$ cat config.mk
export PLATFORM = sky130hd
export DESIGN_NAME = lig_top
export DESIGN_NICKNAME = d
export VERILOG_FILES = /design/src/lig_pkg.sv /design/src/lig_route_if.sv /design/src/lig_route.sv /design/src/lig_top.sv
export SDC_FILE = /design/constraint.sdc
export NUM_CORES = 1
export LEC_CHECK = 0
export BUFFER_PORTS_ARGS = -buffer_cell sky130_fd_sc_hd__buf_2
export CAP_MARGIN = 20
export CORE_MARGIN = 8
export CORE_UTILIZATION = 47
export CTS_CLUSTER_SIZE = 30
export DETAILED_ROUTE_END_ITERATION = 8
export GPL_ROUTABILITY_DRIVEN = 0
export HOLD_SLACK_MARGIN = 0.08
export PLACE_DENSITY = 0.87
export SYNTH_ARGS = -nofsm -noshare
export SYNTH_HDL_FRONTEND = slang
export SYNTH_SLANG_ARGS = --single-unit
$ cat constraint.sdc
create_clock -name CLOCK -period 3.35 [get_ports CLOCK]
set_clock_uncertainty 0.05 [all_clocks]
set_input_delay 0.67 -clock CLOCK [delete_from_list [all_inputs] [get_ports CLOCK]]
set_output_delay 0.67 -clock CLOCK [all_outputs]
set_load 0.1 [all_outputs]
$ cat src/lig_pkg.sv
package lig_pkg;

  // ==========================================================
  // register indices (byte address is four times the index)
  // ==========================================================
  localparam logic [7:0] LIG_IDX_REVISION = 8'h02;
  localparam logic [7:0] LIG_IDX_SOFT_RESET = 8'h04;
  localparam logic [7:0] LIG_IDX_OBSERVE = 8'h05;
  localparam logic [7:0] LIG_IDX_PIN_CTRL = 8'h06;
  localparam logic [7:0] LIG_IDX_REF_ROUTE = 8'h07;
  localparam logic [7:0] LIG_IDX_IRQ_CHANNELS = 8'h09;
  localparam logic [7:0] LIG_IDX_GLOBAL_CFG = 8'h20;
  localparam logic [7:0] LIG_IDX_NONE = 8'hFF;

  // ==========================================================
  // field positions
  // ==========================================================
  localparam int LIG_PIN_DIR_LSB = 0;
  localparam int LIG_PIN_LEVEL_LSB = 2;
  localparam int LIG_REF_A_LSB = 0;
  localparam int LIG_REF_B_LSB = 3;
  localparam int LIG_LINE_STD_BIT = 0;

  // ==========================================================
  // bus encodings
  // ==========================================================
  localparam logic [1:0] LIG_HTRANS_NONSEQ = 2'h2;
  localparam logic [2:0] LIG_HSIZE_WORD = 3'h2;
  localparam logic LIG_HRESP_OKAY = 1'b0;

  // ==========================================================
  // values after reset
  // ==========================================================
  // arbitrary revision value, not tied to any real silicon
  localparam logic [7:0] LIG_REVISION_DEFAULT = 8'hA5;
  localparam logic [3:0] LIG_OBSERVE_RST = 4'h0;
  localparam logic [1:0] LIG_PIN_DIR_RST = 2'h3;
  localparam logic [1:0] LIG_PIN_LEVEL_RST = 2'h0;
  localparam logic [2:0] LIG_REF_SEL_RST = 3'h0;
  localparam logic [7:0] LIG_IRQ_RST = 8'h00;
  localparam logic LIG_LINE_STD_RST = 1'b0;

  typedef enum logic [1:0] {
    LIG_BUS_IDLE,
    LIG_BUS_FETCH,
    LIG_BUS_ANSWER
  } lig_bus_phase_t;

  typedef struct packed {
    lig_bus_phase_t phase;
    logic write;
    logic word;
    logic [7:0] idx;
    logic [31:0] rdata;
    logic [3:0] observe;
    logic [1:0] pin_dir;
    logic [1:0] pin_level;
    logic [2:0] ref_a_sel;
    logic [2:0] ref_b_sel;
    logic [7:0] irq;
    logic line_std;
    logic soft_pulse;
    logic drv_hiz;
  } lig_top_state_t;

  localparam lig_top_state_t LIG_TOP_RESET = '{
    phase: LIG_BUS_IDLE,
    write: 1'b0,
    word: 1'b0,
    idx: LIG_IDX_NONE,
    rdata: 32'h0000_0000,
    observe: LIG_OBSERVE_RST,
    pin_dir: LIG_PIN_DIR_RST,
    pin_level: LIG_PIN_LEVEL_RST,
    ref_a_sel: LIG_REF_SEL_RST,
    ref_b_sel: LIG_REF_SEL_RST,
    irq: LIG_IRQ_RST,
    line_std: LIG_LINE_STD_RST,
    soft_pulse: 1'b0,
    drv_hiz: 1'b1
  };

  typedef struct packed {
    logic ref_a;
    logic ref_b;
    logic [1:0] pin_out;
    logic [1:0] pin_oe;
    logic obs_rx;
    logic obs_tx;
    logic [2:0] obs_ch;
  } lig_route_state_t;

  localparam lig_route_state_t LIG_ROUTE_RESET = '{
    ref_a: 1'b0,
    ref_b: 1'b0,
    pin_out: 2'h0,
    pin_oe: 2'h0,
    obs_rx: 1'b0,
    obs_tx: 1'b0,
    obs_ch: 3'h0
  };

endpackage

$ cat src/lig_route_if.sv
`timescale 1ns/10ps
`default_nettype none

interface lig_route_if;
  logic [3:0] observe;
  logic [1:0] pin_dir;
  logic [1:0] pin_level;
  logic [1:0] pin_in;
  logic [2:0] ref_a_sel;
  logic [2:0] ref_b_sel;
  logic soft_reset;

  modport regs (
    output observe,
    output pin_dir,
    output pin_level,
    output ref_a_sel,
    output ref_b_sel,
    output soft_reset,
    input pin_in
  );

  modport route (
    input observe,
    input pin_dir,
    input pin_level,
    input ref_a_sel,
    input ref_b_sel,
    input soft_reset,
    output pin_in
  );
endinterface

`default_nettype wire

$ cat src/lig_route.sv
`timescale 1ns/10ps
`default_nettype none

module lig_route (
  input wire logic clk,
  input wire logic rst,
  lig_route_if.route rif,
  input wire logic [7:0] rx_clk,
  input wire logic [1:0] aux_pin_i,
  output logic [1:0] aux_pin_o,
  output logic [1:0] aux_pin_oe,
  output logic ref_output_a,
  output logic ref_output_b,
  output logic observe_rx,
  output logic observe_tx,
  output logic [2:0] observe_channel
);
  import lig_pkg::*;

  lig_route_state_t st_q;
  lig_route_state_t st_d;

  // ==========================================================
  // routing and pin drive
  // ==========================================================
  always_comb begin
    st_d = st_q;
    st_d.ref_a = rx_clk[rif.ref_a_sel];
    st_d.ref_b = rx_clk[rif.ref_b_sel];
    st_d.pin_oe = ~rif.pin_dir;
    st_d.pin_out = rif.pin_level;
    // code n observes channel n+1; zero in the low bits is plain operation
    st_d.obs_ch = rif.observe[2:0];
    st_d.obs_rx = ~rif.observe[3] & (rif.observe[2:0] != 3'h0);
    st_d.obs_tx = rif.observe[3] & (rif.observe[2:0] != 3'h0);
  end

  always_ff @(posedge clk) begin
    if (rst || rif.soft_reset) begin
      st_q <= LIG_ROUTE_RESET;
    end else begin
      st_q <= st_d;
    end
  end

  // ==========================================================
  // per pin connections
  // ==========================================================
  for (genvar i = 0; i < 2; i++) begin : g_pin
    assign aux_pin_o[i] = st_q.pin_out[i];
    assign aux_pin_oe[i] = st_q.pin_oe[i];
    assign rif.pin_in[i] = aux_pin_i[i];
  end

  assign ref_output_a = st_q.ref_a;
  assign ref_output_b = st_q.ref_b;
  assign observe_rx = st_q.obs_rx;
  assign observe_tx = st_q.obs_tx;
  assign observe_channel = st_q.obs_ch;

endmodule

`default_nettype wire

$ cat src/lig_top.sv
// How it works
// - Revision register reads a fixed code, read-only
// - Writing soft reset restores all defaults except the line standard bit
// - Soft reset register holds no written value
// - After soft reset line drivers go high-Z
// - Soft reset keeps the line standard bit
// - Four-bit observe select, reset zero
// - Low codes observe receivers 2 to 8
// - High codes observe transmitters 2 to 8
// - Direction bits 1:0, one means input
// - Output pins drive their level bit
// - Input pins read back the pin level
// - Bits 5:3 route clock to second output
// - Bits 2:0 route clock to first output
// - Channel interrupt flags, read-only, reset zero
`timescale 1ns/10ps
`default_nettype none

module lig_top #(
  parameter logic [7:0] REVISION_CODE = lig_pkg::LIG_REVISION_DEFAULT
) (
  input wire logic CLOCK,
  input wire logic SYS_RST,
  input wire logic HSEL,
  input wire logic [31:0] HADDR,
  input wire logic [1:0] HTRANS,
  input wire logic HWRITE,
  input wire logic [2:0] HSIZE,
  input wire logic [31:0] HWDATA,
  input wire logic HREADY,
  output logic [31:0] HRDATA,
  output logic HREADYOUT,
  output logic HRESP,
  input wire logic [7:0] CHANNEL_IRQ,
  input wire logic [7:0] RECOVERED_CLK,
  input wire logic TX_DRIVER_ENABLE,
  input wire logic AUX_PIN0_I,
  output logic AUX_PIN0_O,
  output logic AUX_PIN0_OE,
  input wire logic AUX_PIN1_I,
  output logic AUX_PIN1_O,
  output logic AUX_PIN1_OE,
  output logic REF_OUTPUT_A,
  output logic REF_OUTPUT_B,
  output logic [3:0] OBSERVE_SELECT,
  output logic OBSERVE_RX,
  output logic OBSERVE_TX,
  output logic [2:0] OBSERVE_CHANNEL,
  output logic LINE_STANDARD_SELECT,
  output logic SOFT_RESET_PULSE,
  output logic LINE_DRIVER_HIZ
);
  import lig_pkg::*;

  lig_top_state_t st_q;
  lig_top_state_t st_d;
  logic accept;
  logic [7:0] req_idx;
  logic [1:0] level_view;
  logic [7:0] rd_byte;
  logic wr_hit;
  logic soft_hit;
  logic [7:0] wbyte;

  lig_route_if rif();

  // ==========================================================
  // address phase decode
  // ==========================================================
  // only NONSEQ is taken; the bus carries single transfers only
  assign accept = HSEL && HREADY && (HTRANS == LIG_HTRANS_NONSEQ);

  // anything above the index window is folded onto an unmapped index
  assign req_idx = (HADDR[31:10] != 22'h0) ? LIG_IDX_NONE : HADDR[9:2];

  // ==========================================================
  // register read view
  // ==========================================================
  always_comb begin
    for (int i = 0; i < 2; i++) begin
      level_view[i] = st_q.pin_dir[i] ? rif.pin_in[i] : st_q.pin_level[i];
    end
  end

  always_comb begin
    rd_byte = 8'h00;
    case (st_q.idx)
      LIG_IDX_REVISION: begin
        rd_byte = REVISION_CODE;
      end
      LIG_IDX_OBSERVE: begin
        rd_byte[3:0] = st_q.observe;
      end
      LIG_IDX_PIN_CTRL: begin
        rd_byte[LIG_PIN_DIR_LSB +: 2] = st_q.pin_dir;
        rd_byte[LIG_PIN_LEVEL_LSB +: 2] = level_view;
      end
      LIG_IDX_REF_ROUTE: begin
        rd_byte[LIG_REF_A_LSB +: 3] = st_q.ref_a_sel;
        rd_byte[LIG_REF_B_LSB +: 3] = st_q.ref_b_sel;
      end
      LIG_IDX_IRQ_CHANNELS: begin
        rd_byte = st_q.irq;
      end
      LIG_IDX_GLOBAL_CFG: begin
        rd_byte[LIG_LINE_STD_BIT] = st_q.line_std;
      end
      default: begin
        // soft reset register and unmapped space read as zero
        rd_byte = 8'h00;
      end
    endcase
  end

  // ==========================================================
  // data phase write qualification
  // ==========================================================
  // narrow writes are dropped whole rather than half-applied
  assign wr_hit = (st_q.phase == LIG_BUS_FETCH) && st_q.write && st_q.word;
  assign soft_hit = wr_hit && (st_q.idx == LIG_IDX_SOFT_RESET);
  assign wbyte = HWDATA[7:0];

  // ==========================================================
  // next state
  // ==========================================================
  always_comb begin
    st_d = st_q;
    st_d.soft_pulse = 1'b0;
    st_d.irq = CHANNEL_IRQ;
    if (TX_DRIVER_ENABLE) begin
      st_d.drv_hiz = 1'b0;
    end
    case (st_q.phase)
      LIG_BUS_IDLE: begin
        if (accept) begin
          st_d.phase = LIG_BUS_FETCH;
          st_d.write = HWRITE;
          st_d.word = (HSIZE == LIG_HSIZE_WORD);
          st_d.idx = req_idx;
        end
      end
      LIG_BUS_FETCH: begin
        st_d.phase = LIG_BUS_ANSWER;
        if (!st_q.write) begin
          st_d.rdata = {24'h00_0000, rd_byte};
        end
        if (wr_hit) begin
          case (st_q.idx)
            LIG_IDX_OBSERVE: begin
              st_d.observe = wbyte[3:0];
            end
            LIG_IDX_PIN_CTRL: begin
              st_d.pin_dir = wbyte[LIG_PIN_DIR_LSB +: 2];
              st_d.pin_level = wbyte[LIG_PIN_LEVEL_LSB +: 2];
            end
            LIG_IDX_REF_ROUTE: begin
              st_d.ref_a_sel = wbyte[LIG_REF_A_LSB +: 3];
              st_d.ref_b_sel = wbyte[LIG_REF_B_LSB +: 3];
            end
            LIG_IDX_GLOBAL_CFG: begin
              st_d.line_std = wbyte[LIG_LINE_STD_BIT];
            end
            default: begin
              // revision, flags, soft reset and holes keep their value
              st_d.idx = st_q.idx;
            end
          endcase
        end
      end
      LIG_BUS_ANSWER: begin
        if (accept) begin
          st_d.phase = LIG_BUS_FETCH;
          st_d.write = HWRITE;
          st_d.word = (HSIZE == LIG_HSIZE_WORD);
          st_d.idx = req_idx;
        end else begin
          st_d.phase = LIG_BUS_IDLE;
        end
      end
      default: begin
        st_d.phase = LIG_BUS_IDLE;
      end
    endcase
    // soft reset overrides any write in the same cycle, but the bus
    // handshake and captured read data ride through untouched
    if (soft_hit) begin
      st_d.observe = LIG_TOP_RESET.observe;
      st_d.pin_dir = LIG_TOP_RESET.pin_dir;
      st_d.pin_level = LIG_TOP_RESET.pin_level;
      st_d.ref_a_sel = LIG_TOP_RESET.ref_a_sel;
      st_d.ref_b_sel = LIG_TOP_RESET.ref_b_sel;
      st_d.irq = LIG_TOP_RESET.irq;
      st_d.line_std = st_q.line_std;
      st_d.soft_pulse = 1'b1;
      st_d.drv_hiz = 1'b1;
    end
  end

  // ==========================================================
  // state register
  // ==========================================================
  always_ff @(posedge CLOCK) begin
    if (SYS_RST) begin
      st_q <= LIG_TOP_RESET;
    end else begin
      st_q <= st_d;
    end
  end

  // ==========================================================
  // bus answer
  // ==========================================================
  // one wait state on every transfer keeps read data registered
  assign HREADYOUT = (st_q.phase != LIG_BUS_FETCH);
  assign HRESP = LIG_HRESP_OKAY;
  assign HRDATA = st_q.rdata;

  // ==========================================================
  // routing block
  // ==========================================================
  assign rif.observe = st_q.observe;
  assign rif.pin_dir = st_q.pin_dir;
  assign rif.pin_level = st_q.pin_level;
  assign rif.ref_a_sel = st_q.ref_a_sel;
  assign rif.ref_b_sel = st_q.ref_b_sel;
  assign rif.soft_reset = st_q.soft_pulse;

  lig_route u_route (
    .clk(CLOCK),
    .rst(SYS_RST),
    .rif(rif.route),
    .rx_clk(RECOVERED_CLK),
    .aux_pin_i({AUX_PIN1_I, AUX_PIN0_I}),
    .aux_pin_o({AUX_PIN1_O, AUX_PIN0_O}),
    .aux_pin_oe({AUX_PIN1_OE, AUX_PIN0_OE}),
    .ref_output_a(REF_OUTPUT_A),
    .ref_output_b(REF_OUTPUT_B),
    .observe_rx(OBSERVE_RX),
    .observe_tx(OBSERVE_TX),
    .observe_channel(OBSERVE_CHANNEL)
  );

  // ==========================================================
  // status outputs
  // ==========================================================
  assign OBSERVE_SELECT = st_q.observe;
  assign LINE_STANDARD_SELECT = st_q.line_std;
  assign SOFT_RESET_PULSE = st_q.soft_pulse;
  assign LINE_DRIVER_HIZ = st_q.drv_hiz;

endmodule

`default_nettype wire

==> impl_metrics.prom <==
# TYPE chip_impl_metric gauge
chip_impl_info{name="run_status",value="finished clean"} 1
chip_impl_metric{name="p_int",unit="uW"} 870
chip_impl_metric{name="track_usage",unit="%"} 15.4
chip_impl_metric{name="sequentialPowerShare",unit="%"} 52.8
chip_impl_metric{name="timing_hold_violations_final",unit=""} 0
chip_impl_metric{name="ir_worst_vdd",unit="V"} 0.000223
chip_impl_info{name="clock_tree_from_tritoncts",value="done"} 1
chip_impl_metric{name="placeableCoreArea",unit="um^2"} 5410
chip_impl_metric{name="num_vias",unit=""} 2170
chip_impl_metric{name="finalWirelength",unit="um"} 6350
chip_impl_metric{name="die_h",unit="um"} 90.0
chip_impl_metric{name="netSwitchingFraction",unit="%"} 32.3
chip_impl_metric{name="clk_pin_slew_worst_paths",unit="ns"} 0.10
chip_impl_metric{name="clock_sink_count",unit=""} 56
chip_impl_metric{name="detailedRoute.firstPassIterationCount",unit=""} 5
chip_impl_metric{name="proportion_of_netlist_area_held_by_the_largest_area_contributor",unit="%"} 43.6
chip_impl_metric{name="worst_slew_pin_slew",unit="ns"} 0.748
chip_impl_info{name="crit_end",value="st_q[6]$_SDFF_PP0_"} 1
chip_impl_info{name="synthDominantAreaCellType",value="sky130_fd_sc_hd__dfxtp_1"} 1
chip_impl_info{name="synth_top_cells_by_count",value="56 x sky130_fd_sc_hd__dfxtp_1, 37 x sky130_fd_sc_hd__buf_4, 24 x sky130_fd_sc_hd__nor2_1, 18 x sky130_fd_sc_hd__mux2i_1, 15 x sky130_fd_sc_hd__nand2_1"} 1
chip_impl_metric{name="global_route_wire_length_before_repair",unit="um"} 10400
chip_impl_metric{name="cts.hold.buffers_added",unit=""} 0
chip_impl_metric{name="drt-wirelength-per-cell",unit="um"} 15.2
chip_impl_metric{name="first_global_vias",unit=""} 2219
chip_impl_metric{name="nNetsFinal",unit=""} 437
chip_impl_metric{name="netlist_instances",unit=""} 266
chip_impl_metric{name="globalRouteOverflowTotal",unit=""} 0
chip_impl_info{name="crit_start",value="st_q[64]$_SDFFE_PP1P_"} 1
chip_impl_metric{name="timing.fmax",unit="MHz"} 492
chip_impl_metric{name="clock_tree.buffer_depth",unit=""} 2
chip_impl_metric{name="synth.ff_latch_count",unit=""} 56
chip_impl_metric{name="initial_core_util",unit="%"} 47.6
chip_impl_metric{name="dp.final_hpwl",unit="um"} 5260
chip_impl_info{name="cts-root-buf",value="sky130_fd_sc_hd__clkbuf_8"} 1
chip_impl_info{name="critPathKind",value="reg2reg"} 1
chip_impl_info{name="rr_endpoint",value="st_q[6]$_SDFF_PP0_"} 1
chip_impl_metric{name="via_per_inst",unit=""} 5.20
chip_impl_metric{name="met1Wirelength",unit="um"} 2510
chip_impl_metric{name="setup-tns-final",unit="ns"} 0
chip_impl_info{name="synth_top_cells_by_area",value="sky130_fd_sc_hd__dfxtp_1 44%, sky130_fd_sc_hd__buf_4 11%, sky130_fd_sc_hd__mux2i_1 7.0%"} 1
chip_impl_metric{name="synth_enable_flop_cells",unit=""} 0
chip_impl_metric{name="timing.final.crit_share",unit="%"} 60.7
chip_impl_metric{name="ys_warn_count",unit=""} 0
chip_impl_metric{name="timing.max_slew.rel_slack",unit="%"} 50.1
chip_impl_metric{name="total_leakage_power",unit="uW"} 0.00135
chip_impl_metric{name="fin_max_slew_vios",unit=""} 0
chip_impl_metric{name="io-pin-count",unit=""} 145
chip_impl_metric{name="max_cap_viol_count",unit=""} 0
chip_impl_metric{name="p_total",unit="uW"} 1280
chip_impl_info{name="timing.rr.start",value="st_q[64]$_SDFFE_PP1P_"} 1
chip_impl_metric{name="met2_wirelength",unit="um"} 3200
chip_impl_metric{name="clock_tree.htree_level_count",unit=""} 2
chip_impl_metric{name="worst-r2r-setup-slack",unit="ns"} 1.32
chip_impl_info{name="ys_dominant_reg_cell",value="sky130_fd_sc_hd__dfxtp_1"} 1
chip_impl_info{name="end_kind",value="flip-flop"} 1
chip_impl_metric{name="timing.critical_path.arrival",unit="ns"} 2.20
chip_impl_metric{name="setup-violations-final",unit=""} 0
chip_impl_metric{name="power_frac_comb",unit="%"} 17.5
chip_impl_metric{name="fin_util",unit="%"} 55.5
chip_impl_metric{name="synth-seq-area-share",unit="%"} 43.6
chip_impl_metric{name="post_synth_arst_share",unit="%"} 0
chip_impl_metric{name="clockPowerShare",unit="%"} 29.7
chip_impl_metric{name="syn-cell-area",unit="um^2"} 2570
chip_impl_metric{name="detail-route-antenna-nets",unit=""} 0
chip_impl_metric{name="post-route-min-period",unit="ns"} 2.03
chip_impl_info{name="rsz0062_at_grt",value="no"} 1
chip_impl_metric{name="synth_cell_type_count",unit=""} 45
chip_impl_metric{name="power-per-cell-area",unit="nW/um^2"} 428
chip_impl_metric{name="grt_start_max_net_pins",unit=""} 25
chip_impl_metric{name="post_synthesis_to_final_layout_area_growth",unit="%"} 16.7
chip_impl_info{name="yosys.cell_count.top_type",value="sky130_fd_sc_hd__dfxtp_1"} 1
chip_impl_metric{name="insertedDiodeCount",unit=""} 0
chip_impl_metric{name="port_buffers",unit=""} 91
chip_impl_metric{name="number_of_buffers_created_by_cts",unit=""} 5
chip_impl_metric{name="critical_path.max_fanout",unit=""} 11
chip_impl_info{name="top_layer_used",value="met4"} 1
chip_impl_metric{name="wl_met3",unit="um"} 545
chip_impl_metric{name="critical_path_data_required_time",unit="ns"} 3.52
chip_impl_metric{name="num_rows",unit=""} 27
chip_impl_metric{name="clk_latency",unit="ns"} 0.31
chip_impl_metric{name="synth.avg_cell_area",unit="um^2"} 9.67
chip_impl_info{name="min-delay-path-class",value="reg2reg"} 1
chip_impl_metric{name="drc_errors",unit=""} 0
chip_impl_info{name="hold_start",value="HRDATA[4]$_SDFFE_PP0P_"} 1
chip_impl_metric{name="drt-initial-drc-count",unit=""} 148
chip_impl_metric{name="timing.reg2reg.worst_path_depth",unit=""} 4
chip_impl_metric{name="die_area",unit="um^2"} 8090
chip_impl_metric{name="layout_cell_share_with_drive_strength_beyond_1",unit="%"} 32.5
chip_impl_metric{name="final_cell_count_no_fill",unit=""} 417
chip_impl_metric{name="initial_antenna_violation_count",unit=""} 0
chip_impl_info{name="setup.worst_path.start_class",value="flip-flop"} 1
chip_impl_metric{name="post-cts-setup-buffer-count",unit=""} 0
chip_impl_metric{name="postCtsResizedCells",unit=""} 0
chip_impl_metric{name="power_switching",unit="uW"} 415
chip_impl_metric{name="placed_cells_incl_taps",unit=""} 409
chip_impl_metric{name="die_width",unit="um"} 90.0
-- worst min-delay path by stage --
stage | slack [ns] | cells after the start | end
global placement | 0.39 | 2 | HRDATA[6]$_SDFFE_PP0P_
floorplan | 0.38 | 2 | HRDATA[6]$_SDFFE_PP0P_
CTS | 0.41 | 2 | HRDATA[6]$_SDFFE_PP0P_
detailed placement | 0.40 | 2 | HRDATA[6]$_SDFFE_PP0P_
global route | 0.43 | 2 | HRDATA[6]$_SDFFE_PP0P_
finish | 0.41 | 2 | HRDATA[4]$_SDFFE_PP0P_
-- power by group through the flow --
stage / clock network (uW) / registers, uW / logic (uW)
finish: 381 / 678 / 225
global placement: 0 / 694 / 223
floorplan: 0 / 708 / 185
detailed placement: 0 / 694 / 225
global route: 419 / 680 / 235
CTS: 388 / 678 / 225
-- cell families (layout without fill, tap and decap cells) --
group / Yosys count / after routing / synth area share, %
flops: 56 / 56 / 43.6
mux: 22 / 22 / 10.5
buf+inv: 48 / 103 / 12.5
simple gates: 103 / 103 / 22.8
compound gates: 36 / 36 / 10.5
other cells: 1 / 25 / 0.146
-- final cells by class --
cell class / instances / area [um^2]
clock inverters: 3 / 27.5
clock buffers: 5 / 68.8
flip-flops and latches: 56 / 1120
fillers: 514 / 2400
inverters: 3 / 11.3
repair buffers: 92 / 463
well taps: 72 / 90.1
multi-input cells: 186 / 1220
-- worst max-delay path, cell delays in order, from the launching register on --
cell	delay, ns
sky130_fd_sc_hd__dfxtp_1	0.36
sky130_fd_sc_hd__or4_4	0.59
sky130_fd_sc_hd__nor3_2	0.36
sky130_fd_sc_hd__a21oi_1	0.33
sky130_fd_sc_hd__and2_1	0.25
-- metrics by stage --
step | hold WS (ns) | instance area (um^2) | setup slack (ns)
floorplan | 0.382 | 2660 | 1.28
global route | 0.433 | 3000 | 1.21
global placement | 0.389 | 2910 | 1.11
detailed placement | 0.398 | 2910 | 1.06
finish | 0.410 | 3000 | 1.32
CTS | 0.412 | 3000 | 1.32
-- registers in the layout (all words and copies together), names as in the netlist, 2 cells and up --
signal,flops
OBSERVE_SELECT,4
u_route.observe_channel,3
rif.ref_b_sel,3
rif.pin_dir,2
HRDATA,8
u_route.aux_pin_o,2
rif.ref_a_sel,3
st_q,20
u_route.aux_pin_oe,2
rif.pin_level,2
-- per-layer routing --
| metal | track usage [%] | vias up |
|---|---|---|
| met5 | 0 | - |
| met4 | 4.85 | 0 |
| met3 | 5.82 | 10 |
| met2 | 26.7 | 113 |
| met1 | 17.0 | 998 |
| li1 | - | 1049 |
-- layout by cell type, fill, tap and decap left out, types with 2 or more instances in the layout --
cell                        n
sky130_fd_sc_hd__buf_2     91
sky130_fd_sc_hd__dfxtp_1   56
sky130_fd_sc_hd__conb_1    25
sky130_fd_sc_hd__nor2_1    24
sky130_fd_sc_hd__mux2i_1   18
sky130_fd_sc_hd__nand2_1   15
sky130_fd_sc_hd__and2_1    13
sky130_fd_sc_hd__a21oi_1   11
sky130_fd_sc_hd__nor4_1     8
sky130_fd_sc_hd__nor3_1     8
sky130_fd_sc_hd__o22a_1     8
sky130_fd_sc_hd__nand3_1    7
sky130_fd_sc_hd__nand2b_1   5
sky130_fd_sc_hd__nand4_1    5
sky130_fd_sc_hd__clkbuf_8   5
sky130_fd_sc_hd__mux4_2     4
sky130_fd_sc_hd__inv_1      3
sky130_fd_sc_hd__nor2b_1    3
sky130_fd_sc_hd__a32o_1     3
sky130_fd_sc_hd__nand4b_1   2
sky130_fd_sc_hd__or4_1      2
sky130_fd_sc_hd__and4b_1    2
sky130_fd_sc_hd__o22ai_1    2
sky130_fd_sc_hd__a211oi_1   2
No activity file was read; power rests on OpenSTA's default activity.
